==> src/verilog/link_ctrl_pkg.sv <==
// Purpose: Shared constants for the LIN control register and frame data buffer.
// Assumes: 8-bit register port with direct byte offsets.
// Notes:   Interrupt status and mask registers sit above the control window.
`default_nettype none
package link_ctrl_pkg;
	localparam int ADDR_W = 8;
	localparam int DATA_W = 8;
	localparam int NUM_BYTES = 4;
	localparam int BIDX_W = 2;
	localparam int IRQ_W = 6;

	// Register offsets
	localparam logic [ADDR_W-1:0] FRAME_DATA_BYTE_3_OFF = 8'h02;
	localparam logic [ADDR_W-1:0] FRAME_DATA_BYTE_6_OFF = 8'h05;
	localparam logic [ADDR_W-1:0] LINK_CONTROL_OFF      = 8'h08;
	localparam logic [ADDR_W-1:0] LINK_STATUS_OFF       = 8'h09;
	localparam logic [ADDR_W-1:0] IRQ_STATUS_OFF        = 8'h10;
	localparam logic [ADDR_W-1:0] IRQ_MASK_OFF          = 8'h11;

	// Control field positions
	localparam int CTL_HALT  = 7;
	localparam int CTL_SLEEP = 6;
	localparam int CTL_DIR   = 5;
	localparam int CTL_DACK  = 4;
	localparam int CTL_ICLR  = 3;
	localparam int CTL_ECLR  = 2;
	localparam int CTL_WAKE  = 1;
	localparam int CTL_START = 0;

	// Status field positions
	localparam int ST_ACTIVE = 7;
	localparam int ST_IDLE   = 6;
	localparam int ST_ABORT  = 5;
	localparam int ST_DREQ   = 4;
	localparam int ST_IRQ    = 3;
	localparam int ST_ERROR  = 2;
	localparam int ST_WAKEUP = 1;
	localparam int ST_DONE   = 0;

	// Interrupt status positions
	localparam int IRQ_DONE  = 0;
	localparam int IRQ_ERR   = 1;
	localparam int IRQ_DREQ  = 2;
	localparam int IRQ_WAKE  = 3;
	localparam int IRQ_IDLE  = 4;
	localparam int IRQ_ABORT = 5;

	// Reset values
	localparam logic [DATA_W-1:0] BYTE_RESET = 8'h00;
	localparam logic [DATA_W-1:0] CTRL_RESET = 8'h00;
	localparam logic [IRQ_W-1:0]  IRQ_RESET  = 6'h00;
endpackage
`default_nettype wire

==> src/verilog/lin_control_data_buffer.sv <==
// Purpose: Control register, status flags and frame data bytes of a LIN controller.
// Assumes: Frame engine pulses are one core_clk cycle; engine inputs synchronous.
// Notes:   Read data stand in the cycle after the read strobe only.
// Contract
// - Master or slave bits work in own mode
// - Halt write blocks traffic until next break
// - Sleep bit enters sleep on frame/timeout
// - Sleep bit clear wakes on wakeup
// - Direction bit selects transmit or receive
// - Interrupt clear strobe clears pending flag
// - Error clear strobe clears error flags
// - Wake request drives wakeup, self-clears
// - Start request begins master frame
// - Start request clears on done or error
// - Control zero at reset; three strobes
// - Done set on completion, cleared at start
// - Pending flag held until clear strobe
`timescale 1ns/1ps
`default_nettype none
module lin_control_data_buffer
	import link_ctrl_pkg::*;
(
	input  wire logic                        core_clk,
	input  wire logic                        rst,
	input  wire logic [ADDR_W-1:0]           reg_addr,
	input  wire logic [DATA_W-1:0]           reg_wdata,
	input  wire logic                        reg_wr,
	input  wire logic                        reg_rd,
	output logic      [DATA_W-1:0]           reg_rdata,
	input  wire logic                        master_mode,
	input  wire logic                        bus_active,
	input  wire logic                        frame_done,
	input  wire logic                        frame_error,
	input  wire logic                        frame_aborted,
	input  wire logic                        break_detected,
	input  wire logic                        sleep_frame_rx,
	input  wire logic                        idle_timeout,
	input  wire logic                        wakeup_rx,
	input  wire logic                        wakeup_sent,
	input  wire logic                        data_id_rx,
	input  wire logic                        rx_byte_we,
	input  wire logic [BIDX_W-1:0]           rx_byte_idx,
	input  wire logic [DATA_W-1:0]           rx_byte,
	output logic      [NUM_BYTES*DATA_W-1:0] frame_bytes,
	output logic                             frame_start,
	output logic                             frame_direction,
	output logic                             slave_data_ack,
	output logic                             comm_halted,
	output logic                             sleep_mode,
	output logic                             wake_request,
	output logic                             err_clear_strobe,
	output logic                             irq
);
	logic [DATA_W-1:0] frame_byte [NUM_BYTES];
	logic              sleep_enable;
	logic              frame_start_request;
	logic              done_flag;
	logic              irq_pending_flag;
	logic              error_flag;
	logic              bus_idle_timeout_flag;
	logic              abort_flag;
	logic              slave_data_request;
	logic              wakeup_seen;
	logic [IRQ_W-1:0]  irq_status;
	logic [IRQ_W-1:0]  irq_mask;
	logic [IRQ_W-1:0]  irq_events;
	logic              slave_mode;
	logic              ctl_wr;
	logic              byte_sel;
	logic [BIDX_W-1:0] byte_idx;
	logic              irq_clear_strobe;
	logic              halt_wr;
	logic [DATA_W-1:0] next_rdata;
	logic [DATA_W-1:0] ctrl_view;
	logic [DATA_W-1:0] status_view;

	assign slave_mode = !master_mode;
	assign ctl_wr = reg_wr && (reg_addr == LINK_CONTROL_OFF);
	assign byte_sel = (reg_addr >= FRAME_DATA_BYTE_3_OFF) && (reg_addr <= FRAME_DATA_BYTE_6_OFF);
	assign byte_idx = BIDX_W'(reg_addr - FRAME_DATA_BYTE_3_OFF);
	// Strobes act in the write cycle only and are never stored
	assign irq_clear_strobe = ctl_wr && reg_wdata[CTL_ICLR];
	assign err_clear_strobe = ctl_wr && reg_wdata[CTL_ECLR];
	assign halt_wr = ctl_wr && reg_wdata[CTL_HALT] && slave_mode;
	// Start pulses only from a master-mode write; software orders loads first
	assign frame_start = ctl_wr && reg_wdata[CTL_START] && master_mode;

	// Software write wins over engine fill in the same cycle
	always_ff @(posedge core_clk or posedge rst) begin
		if (rst) begin
			for (int i = 0; i < NUM_BYTES; i++) begin
				frame_byte[i] <= BYTE_RESET;
			end
		end else if (reg_wr && byte_sel) begin
			frame_byte[byte_idx] <= reg_wdata;
		end else if (rx_byte_we) begin
			frame_byte[rx_byte_idx] <= rx_byte;
		end
	end

	always_comb begin
		for (int i = 0; i < NUM_BYTES; i++) begin
			frame_bytes[i*DATA_W +: DATA_W] = frame_byte[i];
		end
	end

	// Read-write control bits
	always_ff @(posedge core_clk or posedge rst) begin
		if (rst) begin
			sleep_enable <= CTRL_RESET[CTL_SLEEP];
			frame_direction <= CTRL_RESET[CTL_DIR];
		end else if (ctl_wr) begin
			frame_direction <= reg_wdata[CTL_DIR];
			if (slave_mode) begin
				sleep_enable <= reg_wdata[CTL_SLEEP];
			end
		end
	end

	// New start request wins over completion of the previous frame
	always_ff @(posedge core_clk or posedge rst) begin
		if (rst) begin
			frame_start_request <= CTRL_RESET[CTL_START];
		end else if (frame_start) begin
			frame_start_request <= 1'b1;
		end else if (frame_done || frame_error) begin
			frame_start_request <= 1'b0;
		end
	end

	// Ack is held one cycle, then dropped by hardware
	always_ff @(posedge core_clk or posedge rst) begin
		if (rst) begin
			slave_data_ack <= CTRL_RESET[CTL_DACK];
		end else begin
			slave_data_ack <= ctl_wr && reg_wdata[CTL_DACK] && slave_mode;
		end
	end

	always_ff @(posedge core_clk or posedge rst) begin
		if (rst) begin
			wake_request <= CTRL_RESET[CTL_WAKE];
		end else if (ctl_wr && reg_wdata[CTL_WAKE]) begin
			wake_request <= 1'b1;
		end else if (wakeup_sent) begin
			wake_request <= 1'b0;
		end
	end

	always_ff @(posedge core_clk or posedge rst) begin
		if (rst) begin
			comm_halted <= 1'b0;
		end else if (halt_wr) begin
			comm_halted <= 1'b1;
		end else if (break_detected) begin
			comm_halted <= 1'b0;
		end
	end

	always_ff @(posedge core_clk or posedge rst) begin
		if (rst) begin
			sleep_mode <= 1'b0;
		end else if (slave_mode && sleep_enable && (sleep_frame_rx || idle_timeout)) begin
			sleep_mode <= 1'b1;
		end else if ((!sleep_enable && wakeup_rx) || wake_request) begin
			sleep_mode <= 1'b0;
		end
	end

	// Status flags: hardware set wins over any clear in the same cycle
	always_ff @(posedge core_clk or posedge rst) begin
		if (rst) begin
			done_flag <= 1'b0;
		end else if (frame_done) begin
			done_flag <= 1'b1;
		end else if (frame_start) begin
			done_flag <= 1'b0;
		end
	end

	always_ff @(posedge core_clk or posedge rst) begin
		if (rst) begin
			irq_pending_flag <= 1'b0;
		end else if (|irq_events) begin
			irq_pending_flag <= 1'b1;
		end else if (irq_clear_strobe) begin
			irq_pending_flag <= 1'b0;
		end
	end

	always_ff @(posedge core_clk or posedge rst) begin
		if (rst) begin
			error_flag <= 1'b0;
		end else if (frame_error) begin
			error_flag <= 1'b1;
		end else if (err_clear_strobe) begin
			error_flag <= 1'b0;
		end
	end

	always_ff @(posedge core_clk or posedge rst) begin
		if (rst) begin
			bus_idle_timeout_flag <= 1'b0;
			abort_flag <= 1'b0;
			slave_data_request <= 1'b0;
			wakeup_seen <= 1'b0;
		end else begin
			if (idle_timeout && slave_mode) begin
				bus_idle_timeout_flag <= 1'b1;
			end else if (break_detected || sleep_mode) begin
				bus_idle_timeout_flag <= 1'b0;
			end
			if (halt_wr || (frame_aborted && slave_mode)) begin
				abort_flag <= 1'b1;
			end else if (break_detected) begin
				abort_flag <= 1'b0;
			end
			if (data_id_rx && slave_mode) begin
				slave_data_request <= 1'b1;
			end else if (slave_data_ack) begin
				slave_data_request <= 1'b0;
			end
			if (wakeup_rx) begin
				wakeup_seen <= 1'b1;
			end else if (irq_clear_strobe) begin
				wakeup_seen <= 1'b0;
			end
		end
	end

	assign irq_events = {frame_aborted && slave_mode, idle_timeout && slave_mode, wakeup_rx,
		data_id_rx && slave_mode, frame_error, frame_done};

	// Sticky interrupt causes, write one to clear, event wins
	always_ff @(posedge core_clk or posedge rst) begin
		if (rst) begin
			irq_status <= IRQ_RESET;
			irq_mask <= IRQ_RESET;
		end else begin
			if (reg_wr && (reg_addr == IRQ_STATUS_OFF)) begin
				irq_status <= (irq_status & ~reg_wdata[IRQ_W-1:0]) | irq_events;
			end else begin
				irq_status <= irq_status | irq_events;
			end
			if (reg_wr && (reg_addr == IRQ_MASK_OFF)) begin
				irq_mask <= reg_wdata[IRQ_W-1:0];
			end
		end
	end

	assign irq = |(irq_status & irq_mask);

	// Strobe bits always read zero; other-mode bits read zero
	always_comb begin
		ctrl_view = CTRL_RESET;
		ctrl_view[CTL_SLEEP] = sleep_enable && slave_mode;
		ctrl_view[CTL_DIR] = frame_direction;
		ctrl_view[CTL_DACK] = slave_data_ack && slave_mode;
		ctrl_view[CTL_WAKE] = wake_request;
		ctrl_view[CTL_START] = frame_start_request && master_mode;
		status_view = {bus_active, bus_idle_timeout_flag && slave_mode, abort_flag && slave_mode,
			slave_data_request && slave_mode, irq_pending_flag, error_flag,
			wake_request || wakeup_seen, done_flag};
	end

	always_comb begin
		next_rdata = '0;
		if (byte_sel) begin
			next_rdata = frame_byte[byte_idx];
		end else if (reg_addr == LINK_CONTROL_OFF) begin
			next_rdata = ctrl_view;
		end else if (reg_addr == LINK_STATUS_OFF) begin
			next_rdata = status_view;
		end else if (reg_addr == IRQ_STATUS_OFF) begin
			next_rdata = DATA_W'(irq_status);
		end else if (reg_addr == IRQ_MASK_OFF) begin
			next_rdata = DATA_W'(irq_mask);
		end
	end

	// Data stand only in the cycle after the read
	always_ff @(posedge core_clk or posedge rst) begin
		if (rst) begin
			reg_rdata <= '0;
		end else if (reg_rd) begin
			reg_rdata <= next_rdata;
		end else begin
			reg_rdata <= '0;
		end
	end

	start_clear_a: assert property (@(posedge core_clk) disable iff (rst)
		(frame_done && !frame_start) |=> !frame_start_request)
		else $error("start request not cleared at done");
	start_master_a: assert property (@(posedge core_clk) disable iff (rst)
		(ctl_wr && reg_wdata[CTL_START] && slave_mode) |-> !frame_start)
		else $error("start pulse in slave mode");
	halt_hold_a: assert property (@(posedge core_clk) disable iff (rst)
		(halt_wr || (comm_halted && !break_detected)) |=> comm_halted)
		else $error("halt dropped without break");
	ack_self_clear_a: assert property (@(posedge core_clk) disable iff (rst)
		slave_data_ack |=> !slave_data_ack)
		else $error("data ack not self cleared");
	irq_flag_hold_a: assert property (@(posedge core_clk) disable iff (rst)
		(irq_pending_flag && !irq_clear_strobe) |=> irq_pending_flag)
		else $error("pending flag lost without clear");
	irq_flag_clear_a: assert property (@(posedge core_clk) disable iff (rst)
		(irq_clear_strobe && !(|irq_events)) |=> !irq_pending_flag)
		else $error("pending flag not cleared");
	err_clear_a: assert property (@(posedge core_clk) disable iff (rst)
		(err_clear_strobe && !frame_error) |=> !error_flag)
		else $error("error flag not cleared");
	done_cycle_a: assert property (@(posedge core_clk) disable iff (rst)
		(frame_start && !frame_done) |=> !done_flag)
		else $error("done flag not cleared at start");
	mode_read_a: assert property (@(posedge core_clk) disable iff (rst)
		(reg_rd && reg_addr == LINK_CONTROL_OFF && master_mode) |=> !reg_rdata[CTL_SLEEP])
		else $error("slave bit readable in master mode");
	strobe_read_a: assert property (@(posedge core_clk) disable iff (rst)
		(reg_rd && reg_addr == LINK_CONTROL_OFF) |=> (reg_rdata[CTL_HALT:CTL_HALT] == 1'b0
		&& reg_rdata[CTL_ICLR] == 1'b0 && reg_rdata[CTL_ECLR] == 1'b0))
		else $error("strobe bit read as one");
	sleep_enter_a: assert property (@(posedge core_clk) disable iff (rst)
		(slave_mode && sleep_enable && idle_timeout) |=> sleep_mode)
		else $error("sleep not entered on timeout");
	wake_release_a: assert property (@(posedge core_clk) disable iff (rst)
		(wake_request && wakeup_sent && !(ctl_wr && reg_wdata[CTL_WAKE])) |=> !wake_request)
		else $error("wake request not released");
	byte_write_a: assert property (@(posedge core_clk) disable iff (rst)
		(reg_wr && reg_addr == FRAME_DATA_BYTE_3_OFF) |=> frame_bytes[DATA_W-1:0] == $past(reg_wdata))
		else $error("data byte not stored");

	start_seen_c: cover property (@(posedge core_clk) disable iff (rst) frame_start ##[1:50] frame_done);
	slave_ack_c: cover property (@(posedge core_clk) disable iff (rst)
		slave_data_request ##1 slave_data_ack);
	sleep_wake_c: cover property (@(posedge core_clk) disable iff (rst)
		sleep_mode ##[1:50] !sleep_mode);
	irq_out_c: cover property (@(posedge core_clk) disable iff (rst) irq ##[1:20] !irq);
endmodule
`default_nettype wire

==> config.mk <==
export PLATFORM = sky130hd
export DESIGN_NAME = lin_control_data_buffer
export DESIGN_NICKNAME = d
export VERILOG_FILES = /design/src/verilog/link_ctrl_pkg.sv /design/src/verilog/lin_control_data_buffer.sv
export SDC_FILE = /design/constraint.sdc
export NUM_CORES = 1
export LEC_CHECK = 0
export BUFFER_PORTS_ARGS = -buffer_cell sky130_fd_sc_hd__buf_2
export CORE_MARGIN = 2
export CORE_UTILIZATION = 50
export DETAILED_ROUTE_END_ITERATION = 16
export HOLD_SLACK_MARGIN = 0.02
export PLACE_DENSITY = 0.87
export SETUP_SLACK_MARGIN = 0.3
export SYNTH_ARGS = -nofsm -noshare
export SYNTH_HDL_FRONTEND = slang
export SYNTH_SLANG_ARGS = --single-unit
export TNS_END_PERCENT = 50
==> constraint.sdc <==
create_clock -name core_clk -period 3.8 [get_ports core_clk]
set_input_delay 0.38 -clock core_clk [delete_from_list [all_inputs] [get_ports core_clk]]
set_output_delay 0.38 -clock core_clk [all_outputs]
set_load 0.02 [all_outputs]
Word level (Yosys, flattened, before mapping)
Index checks and enable logic that the tools add are counted.
- output and inout bits: 48
- input port bits: 42
- logic and storage cells: 128
- bits in registers: 66
- multiplexer cells: 38
- $add $sub $neg: 1
- eq/ne operators: 4
- order comparisons: 6
- bitwise gates (word level): 8
- reductions and logical operators: 50
- operators by type and width (operator ; count):
    32-bit bitwise mux ; 2
    32-bit two-way mux ; 2
    8-bit two-way mux ; 8
    8-bit demux with 2-bit select ; 2
    1-bit logical AND ; 27
    2-bit nonzero test ; 12
    1-bit two-way mux ; 20
    6-bit two-way mux ; 3
    8-bit binary-select mux with 2-bit select ; 1
    8-bit by 4-bit == test with 1-bit output (second input constant) ; 2
    8-bit by 5-bit == test with 1-bit output (second input constant) ; 2
    6-bit AND ; 2
    6-bit bitwise OR ; 2
    6-bit OR reduction ; 2
    8-bit by 2-bit greater-or-equal comparator with 1-bit output (second input constant) ; 1
    8-bit by 3-bit <= comparator with 1-bit output (second input constant) ; 1
    3-bit greater-or-equal comparator (second input constant) ; 2
    1-bit logical OR ; 6
    3-bit by 1-bit less-than comparator with 1-bit output (second input constant) ; 2
    2-bit NOT with 3-bit output ; 2
    6-bit NOT ; 1
    1-bit zero test ; 2
    2-bit AND reduction ; 1
    2-bit subtractor (second input constant) ; 1
    1-bit NOT ; 1

Logic depth before layout (Yosys ltp)
Gate-level depths: netlist (run 1).
- depth after elaboration: 8
- depth in mapped cells: 7

Least setup slack after synthesis (run 1)
Ideal clock, no wire load.
- path kind: input-to-output
- from: in reg_addr[2]
- to: out frame_start
- path slack: 1.711 ns
- arrival time: 1.709 ns
- stages on the path: 5
- data required time: 3.420 ns
- path through: or4_1 > buf_6 > nor3_2 > nand3_1 > inv_1
- word-level cells in the longest chain between the ends: 4
- RTL lines (element ; RTL line ; text):
    start, declared ; lin_control_data_buffer.sv:25 ; input wire logic [ADDR_W-1:0] reg_addr,
    8-bit by 4-bit == test with 1-bit output ; lin_control_data_buffer.sv:78 ; assign ctl_wr = reg_wr && (reg_addr == LINK_CONTROL_OFF);
    1-bit logical AND ; lin_control_data_buffer.sv:78 ;
    1-bit logical AND (2 in series) ; lin_control_data_buffer.sv:86 ; assign frame_start = ctl_wr && reg_wdata[CTL_START] && master_mode;
    end, declared ; lin_control_data_buffer.sv:45 ; output logic frame_start,
Every way passes these cells.

Worst setup path after layout (run 1)
Ends and elaborated chain as after synthesis.

==> impl_metrics.tcl, run 1 <==
set metrics [dict create \
    worstPathArrival_ns 2.24 \
    cts-resized-gates 0 \
    p_total_mw 1.78 \
    fp.dieW_um 86.7 \
    gp_congestion 0.910 \
    relSlewSlack_pct 23.8 \
    async_flop_share_pct 100 \
    rsz0062_at_grt "false" \
    drtIter0Drc 509 \
    yosysUniqueCellTypes 52 \
    postCtsSetupRepairBufs 0 \
    fmax_ghz 0.382 \
    vias_per_cell 6.73 \
    cts_max_path_buffers 2 \
    synth_cells 307 \
    worst-slew-pin-transition_ns 1.14 \
    skew_ns 0.00641 \
    die_h_um 86.7 \
    yosys_register_bits 66 \
    port-buffer-count 89 \
    setup_viol 0 \
    final_cells 472 \
    crit_required_ns 3.42 \
    leakage_nw 1.90 \
    drc 0 \
    cts_buffers 9 \
    clk_pin_slew_ns 0.07 \
    synth_edf_count 0 \
    hold_viol 0 \
    ant_nets 0 \
    syn-mean-instance-area_um2 11.1 \
    cts_tree "built" \
    cp-start-kind "input pin" \
    vias 3177 \
    synth_area_um2 3420 \
    synth_ff_type "dfrtp_1" \
    antenna_found_initial 0 \
    cpMaxStageDelayCell "or4_1" \
    yosysWarnings 0 \
    pwr_density_cell_nw_per_um2 437 \
    syn-num-nets 349 \
    critPathMaxStageDelay_ns 0.72 \
    gr-total-overflow 0 \
    drive_gt1_share_pct 34.4 \
    firstDrtPassIters 5 \
    crit_fanout 10 \
    holdWs_ns 0.213 \
    fin_crit_sh_pct 68.9 \
    grt_pass1_wl_um 15900 \
    worst_skew_pair.late_latency_ns 0.35 \
    ios 90 \
    syn_to_final_growth_pct 19.0 \
    initial_core_util_pct 50.9 \
    htreeDepth 3 \
    num-nets-final 430 \
    crit_chain "buf_2 -> or4_1 -> nor3_2 -> nand3_1 -> inv_1 -> buf_2" \
    grt_pass1_vias 2975 \
    cts_hold_buf 0 \
    finalCoreUtilization_pct 60.5 \
    dpl.cell_count 457 \
    peakVddDrop_mv 0.195 \
    finalWirelength_um 10300 \
    layout_common_cells "89 x buf_2, 66 x dfrtp_1, 36 x nor3_1, 32 x a221o_1, 23 x nand2_1" \
    layout_min_cycle_time_ns 2.62 \
    cp_top_family "simple AND/OR/NAND/NOR gates" \
    cts-root-buf "clkbuf_8" \
    crit_top_cell "buf_2" \
    drv_slew 0 \
    tns_ns 0 \
    grt_start_max_net_pins 45 \
    grt_util_all_layers_pct 28.0 \
    hpwl_um 7190 \
    path_class "in -> out" \
    cp-end-kind "output pin" \
    hp-class "in -> reg" \
    status "finished clean" \
    clock-sinks 66 \
    rows 30 \
    mostFrequentLayoutCell "buf_2" \
    fp.dieArea_um2 7520 \
    seq_area_frac_synth_pct 48.3 \
    fillers 557 \
    drv_cap 0 \
    core_region_area_um2 6720 \
    diodes 0 \
    routedWlPerCell_um 21.7 \
    path_buf_inv 3 \
]
## power by group
part	switching, mW	leakage (nW)	total (mW)	internal [mW]
combinational	0.222	0.987	0.376	0.153
clock	0.274	0.101	0.576	0.303
sequential	0.0594	0.812	0.825	0.766
total	0.556	1.90	1.78	1.22
## flip-flops by register name (all words and copies together), names as in the netlist, 6 cells and up
register,cells
irq_mask,6
frame_bytes,32
irq_status,6
reg_rdata,8
## worst paths after layout
check                                    startpoint                           end  slack, ns  cells past startpoint
max                                     reg_addr[2]                   frame_start       1.18                      6
min                                     wakeup_sent      wake_request$_DFFE_PP0P_       0.21                      2
max reg2reg                slave_data_ack$_DFF_PP0_        reg_rdata[4]$_DFF_PP0_       2.42                      4
min reg2reg                 wakeup_seen$_DFFE_PP0P_       wakeup_seen$_DFFE_PP0P_       0.49                      1
max in group asynchronous                       rst  irq_pending_flag$_DFFE_PP0P_       2.69                      3
min in group asynchronous                       rst    frame_bytes[6]$_DFFE_PP0P_       0.23                      2
## through the flow
| step | setup WS, ns | instance area [um^2] |
|---|---|---|
| finish | 1.18 | 4070 |
| global route | 1.05 | 4070 |
| CTS | 1.22 | 4070 |
| detailed placement | 1.22 | 3880 |
| global placement | 1.28 | 3880 |
| floorplan | 1.71 | 3420 |
## synthesized netlist by cell type, drive strengths merged (7+ instances only)
cell type | number | area (um^2)
nand2b | 8 | 57.6
a21o | 7 | 52.6
nand2 | 23 | 86.3
nor3 | 38 | 200
mux4 | 8 | 180
nor2 | 9 | 33.8
mux2 | 8 | 90.1
dfrtp | 66 | 1650
buf | 12 | 62.6
clkbuf | 8 | 31.3
a221o | 32 | 320
inv | 11 | 41.3
## cell type report
cell class | instances | area [um^2] | area share, %
Timing Repair Buffer | 90 | 453 | 11.1
Tap cell | 80 | 100 | 2.46
Sequential cell | 66 | 1650 | 40.6
Multi-Input combinational cell | 210 | 1630 | 40.1
Inverter | 11 | 41.3 | 1.02
Clock inverter | 2 | 10.0 | 0.246
Clock buffer | 13 | 179 | 4.40
## cell families (layout without fill, tap and decap cells)
| logic type | count (synthesis) | after routing | synth area share, % |
|---|---|---|---|
| multiplexers | 22 | 22 | 9.66 |
| XOR/XNOR | 1 | 1 | 0.256 |
| buffers and inverters | 31 | 116 | 3.95 |
| AND/OR/NAND/NOR | 111 | 111 | 18.4 |
| flip-flops | 66 | 66 | 48.3 |
| AO/OA/AOI/OAI | 76 | 76 | 19.4 |
## per-layer routing
layer | track usage [%] | part of all wire (%) | vias to the layer above
li1 | - | - | 1360
met1 | 39.8 | 40 | 1549
met2 | 42.2 | 46 | 230
met3 | 6.10 | 10 | 38
met4 | 10.9 | 3.3 | 0
met5 | 0 | 0 | -
## worst register-to-register path, stage by stage, from the launching register on
cell,delay [ns]
dfrtp_1,0.38
or3b_2,0.44
nor4_1,0.19
a211o_1,0.14
and3_1,0.16
Note: power is estimated with default switching activity, not from simulation.
==> run 2, diff against run 1 <==
- CORE_UTILIZATION: 50 -> 48
- PLACE_DENSITY: 0.87 -> 0.88
- clock period: 3.8 -> 2.2 ns (I/O delays scaled with it)
==> impl_metrics.tcl, run 2 (synthesized netlist as in run 1, its figures left out) <==
set metrics [dict create \
    status "finished clean" \
    leakage_nw 2.02 \
    worst-slew-pin-transition_ns 0.578 \
    ant_nets 0 \
    drtIter0Drc 443 \
    cp-end-kind "output pin" \
    regArea_um2 1650 \
    grt_util_all_layers_pct 28.0 \
    worst_r2r_startpoint "slave_data_ack$_DFF_PP0_" \
    fp.dieW_um 88.4 \
    peakVddDrop_mv 0.494 \
    fmax_ghz 0.552 \
    power_frac_clock_pct 34.8 \
    htreeDepth 3 \
    multi_input_area_um2 1650 \
    syn_to_final_growth_pct 25.5 \
    cts_buffers 9 \
    mostFrequentLayoutCell "buf_2" \
    power.switching_mw 0.934 \
    die_h_um 88.4 \
    rrSetupSlack_ns 0.82 \
    ios 90 \
    antenna_found_initial 0 \
    rr_worst_depth 4 \
    p_total_mw 3.21 \
    initial_core_util_pct 50.1 \
    hp-start "wakeup_sent" \
    setup_viol 0 \
    cts_max_path_buffers 2 \
    skew_ns 0.00531 \
    finalWirelength_um 10500 \
    clock-sinks 66 \
    hold_viol 0 \
    core_region_area_um2 6830 \
    crit_required_ns 1.98 \
    drv_slew 0 \
    combPwrFrac_pct 20.7 \
    crit_fanout 12 \
    cts-root-buf "clkbuf_8" \
    grt_pass1_vias 3027 \
    whs_endpoint "wake_request$_DFFE_PP0P_" \
    use_met3_pct 6.06 \
    grt_pass1_wl_um 16400 \
    power.share.switching_pct 29.1 \
    firstDrtPassIters 5 \
    r2r_end "reg_rdata[4]$_DFF_PP0_" \
    min_path_cells 2 \
    dpl.cell_count 489 \
    clk_pin_slew_ns 0.07 \
    tns_ns 0 \
    worst_skew_pair.late_latency_ns 0.34 \
    cts_tree "built" \
    largest_reg_flops 32 \
    grtUsageMet2_pct 41.1 \
    gr-total-overflow 0 \
    use_met1_pct 40.2 \
    cp-start-kind "input pin" \
    drc 0 \
    fin_crit_sh_pct 82.4 \
    grt_busiest_layer "met2" \
    path_class "in -> out" \
    power.internal_mw 2.27 \
    drv_cap 0 \
    rows 30 \
    port-buffer-count 89 \
    routedWlPerCell_um 20.6 \
    fp.dieArea_um2 7820 \
    grt_start_max_net_pins 33 \
    layout_min_cycle_time_ns 1.81 \
    pwr_density_cell_nw_per_um2 747 \
    gp_congestion 0.987 \
    rsz0062_at_grt "false" \
    p_seq_share_pct 44.5 \
    relSlewSlack_pct 61.3 \
    layout_common_cells "89 x buf_2, 66 x dfrtp_1, 36 x nor3_1, 32 x a221o_1, 23 x nand2_1" \
    drive_gt1_share_pct 37.0 \
    diodes 0 \
    num-nets-final 450 \
    vias 3221 \
    hp-class "in -> reg" \
    final_cells 509 \
    fillers 540 \
    hpwl_um 7600 \
    vias_per_cell 6.33 \
    worstPathArrival_ns 1.59 \
]
-- run 2: cell types whose count changed in the layout (fill, tap and decap cells not counted), sizes merged --
| cell | previous run | this run |
|---|---|---|
| dlygate4sd3 | 0 | 1 |
| clkbuf | 13 | 14 |
| buf | 90 | 109 |
| bufinv | 0 | 2 |
| clkinv | 2 | 0 |
-- run 2: worst max-delay path by stage --
stage	from	to	slack [ns]	depth (start not counted)
6_report	reg_addr[1]	frame_start	0.39	7
5_1_grt	reg_addr[1]	frame_start	0.34	7
4_1_cts	reg_addr[6]	frame_start	0.31	7
3_5_place_dp	reg_addr[2]	irq_mask[1]$_DFFE_PP0P_	0.11	5
3_3_place_gp	reg_addr[2]	frame_start	0.19	7
2_1_floorplan	rst	abort_flag$_DFFE_PP0P_	0.33	1
-- run 2: per-layer routing --
metal / vias to the layer above / share of wire [%]
met3: 39 / 10
met2: 232 / 45
li1: 1394 / -
met5: - / 0
met1: 1556 / 41
met4: 0 / 3.4
-- run 2: critical path: stages --
cell	delay, ns
buf_2	0.19
or3b_4	0.48
nor3_4	0.20
buf_6	0.15
nand3_1	0.12
inv_1	0.07
buf_2	0.16
-- run 2: layout make-up --
cell class / count / share of cell area (%)
clock buffer: 14 / 3.56
clock inverter: 2 / 1.40
inverter: 11 / 0.962
multi-input combinational: 210 / 38.3
sequential: 66 / 38.5
tap: 96 / 2.80
timing repair buffer: 110 / 14.5
-- run 2: repair_timing --
item	in CTS	in global routing
pin swaps	1	2
endpoints found under the hold margin	22	0
hold buffers	1	0
gates resized for setup	1	3
setup buffers	0	3
setup endpoints to repair	2	2
-- run 2: per-stage QoR --
| step | hold slack (ns) | setup slack, ns | util (%) | cell area, um^2 |
|---|---|---|---|---|
| global placement | 0.258 | 0.187 | 59.0 | 4030 |
| detailed placement | 0.266 | 0.115 | 59.0 | 4030 |
| CTS | 0.0464 | 0.307 | 62.3 | 4260 |
| floorplan | 0.312 | 0.325 | - | 3420 |
| finish | 0.0481 | 0.387 | 62.8 | 4290 |
| global route | 0.0408 | 0.336 | 62.8 | 4290 |
-- run 2: power groups by stage --
stage	Combinational [mW]	Sequential, mW	Clock (mW)
floorplan	0.278	1.54	0
global placement	0.640	1.44	0
detailed placement	0.654	1.44	0
CTS	0.659	1.42	1.11
global route	0.706	1.44	1.17
finish	0.664	1.43	1.12
==> run 3, diff against run 2 <==
- clock period: 2.2 -> 1.5 ns (I/O delays scaled with it)
==> impl_metrics.tcl, run 3 (synthesized netlist as in run 1, its figures left out) <==
set metrics [dict create \
    status "finished with violations" \
    violations "negative setup slack" \
    worst-slew-pin-transition_ns 0.879 \
    antenna_found_initial 0 \
    cts_buffers 9 \
    num-nets-final 495 \
    fp.dieArea_um2 7820 \
    fillers 405 \
    hold_viol 0 \
    crit_fanout 5 \
    routedWlPerCell_um 25.9 \
    peakVddDrop_mv 0.579 \
    path_class "in -> reg" \
    gp_congestion 0.924 \
    grt_util_all_layers_pct 32.9 \
    grt_start_max_net_pins 67 \
    setup_viol 2 \
    layout_min_cycle_time_ns 1.56 \
    leakage_nw 2.36 \
    syn_to_final_growth_pct 52.8 \
    worstPathArrival_ns 1.81 \
    cts_tree "built" \
    cp-start-kind "input pin" \
    fp.dieW_um 88.4 \
    grt_pass1_vias 3551 \
    cts_max_path_buffers 2 \
    tns_ns -0.0617 \
    drtIter0Drc 584 \
    rows 30 \
    vias 3858 \
    layout_common_cells "77 x buf_2, 66 x dfrtp_1, 45 x buf_4, 32 x a221o_1, 24 x buf_6" \
    mostFrequentLayoutCell "buf_2" \
    drc 0 \
    finalInstanceArea_um2 5220 \
    vias_per_cell 6.96 \
    initial_core_util_pct 50.1 \
    hp-class "in -> reg" \
    clk_pin_slew_ns 0.07 \
    port-buffer-count 89 \
    core_region_area_um2 6830 \
    crit_required_ns 1.76 \
    diodes 0 \
    pwr_density_cell_nw_per_um2 918 \
    skew_ns 0.0110 \
    firstDrtPassIters 5 \
    ios 90 \
    relSlewSlack_pct 41.2 \
    rsz0062_at_grt "true" \
    largest_reg_flops 32 \
    cts-root-buf "clkbuf_8" \
    ant_nets 0 \
    fmax_ghz 0.643 \
    cp-end-kind "flop" \
    htreeDepth 3 \
    clock-sinks 66 \
    gr-total-overflow 0 \
    die_h_um 88.4 \
    fin_crit_sh_pct 104 \
    setup_ws_ns -0.0559 \
    hpwl_um 7950 \
    drv_slew 0 \
    drv_cap 0 \
    grt_pass1_wl_um 18900 \
    place_area_um2 4250 \
    drive_gt1_share_pct 54.4 \
    finalWirelength_um 14300 \
    worst_skew_pair.late_latency_ns 0.36 \
]
[run 3: cell types whose count changed in the layout (fill, tap and decap cells not counted), moves of 5 or more]
cell,previous run,this run
nand3_1,6,1
nor3_1,36,11
buf_4,18,45
buf_2,89,77
buf_6,1,24
nor3_4,1,22
[run 3: critical path: stages]
cell	delay (ns)
buf_8	0.10
or4_4	0.54
buf_4	0.18
buf_4	0.13
nor4_1	0.32
a311oi_1	0.13
o31ai_1	0.26
[run 3: power breakdown]
part           switching [mW]  total (mW)  leakage [nW]  internal (mW)
Sequential              0.160        2.10         0.812           1.94
Combinational           0.725        1.28          1.45          0.551
Clock                   0.690        1.42        0.0965          0.732
Total                    1.57        4.80          2.36           3.22
[run 3: metrics by stage]
step           power, mW  hold slack (ns)  std cells  setup WS (ns)  util (%)
2_1_floorplan       2.67            0.242        307         -0.194         -
3_3_place_gp        3.09            0.261        516         -0.365      62.2
3_5_place_dp        3.13            0.271        516         -0.416      62.2
4_1_cts             4.58           0.0277        550        -0.0238      70.5
5_1_grt             4.92           0.0344        554        -0.0607      76.5
6_report            4.80           0.0270        554        -0.0559      76.5
[run 3: routing by layer]
layer  global-route usage [%]  share of wire (%)
met1                     43.0                 35
met2                     49.4                 46
met3                     9.42                 12
met4                     18.7                7.3
met5                        0                  0
[run 3: worst paths after layout]
| check | startpoint | to | slack, ns | depth (start not counted) |
|---|---|---|---|---|
| worst max-delay path | reg_addr[6] | reg_rdata[5]$_DFF_PP0_ | -0.06 | 7 |
| worst min-delay path | frame_done | irq_status[0]$_DFF_PP0_ | 0.03 | 2 |
| worst max register to register | irq_status[4]$_DFF_PP0_ | reg_rdata[4]$_DFF_PP0_ | 0 | 5 |
| worst min register to register | wakeup_seen$_DFFE_PP0P_ | wakeup_seen$_DFFE_PP0P_ | 0.51 | 1 |
| max in group asynchronous | rst | irq_status[5]$_DFF_PP0_ | 0.79 | 4 |
| min in group asynchronous | rst | frame_bytes[22]$_DFFE_PP0P_ | 0.42 | 4 |
[run 3: cell type report]
class	count	area (um^2)	share of cell area (%)
multi-input cells	210	2100	40.2
flip-flops and latches	66	1650	31.6
repair buffers	155	1130	21.6
clock buffers	14	173	3.31
well taps	96	120	2.30
inverters	11	45.0	0.862
clock inverters	2	10.0	0.192
[run 3: repair_timing]
item | in CTS | in global routing
hold buffers | 4 | 0
resized for setup | 55 | 75
pin swaps | 37 | 44
setup endpoints to repair | 64 | 65
setup buffers | 14 | 4
endpoints found under the hold margin | 70 | 0
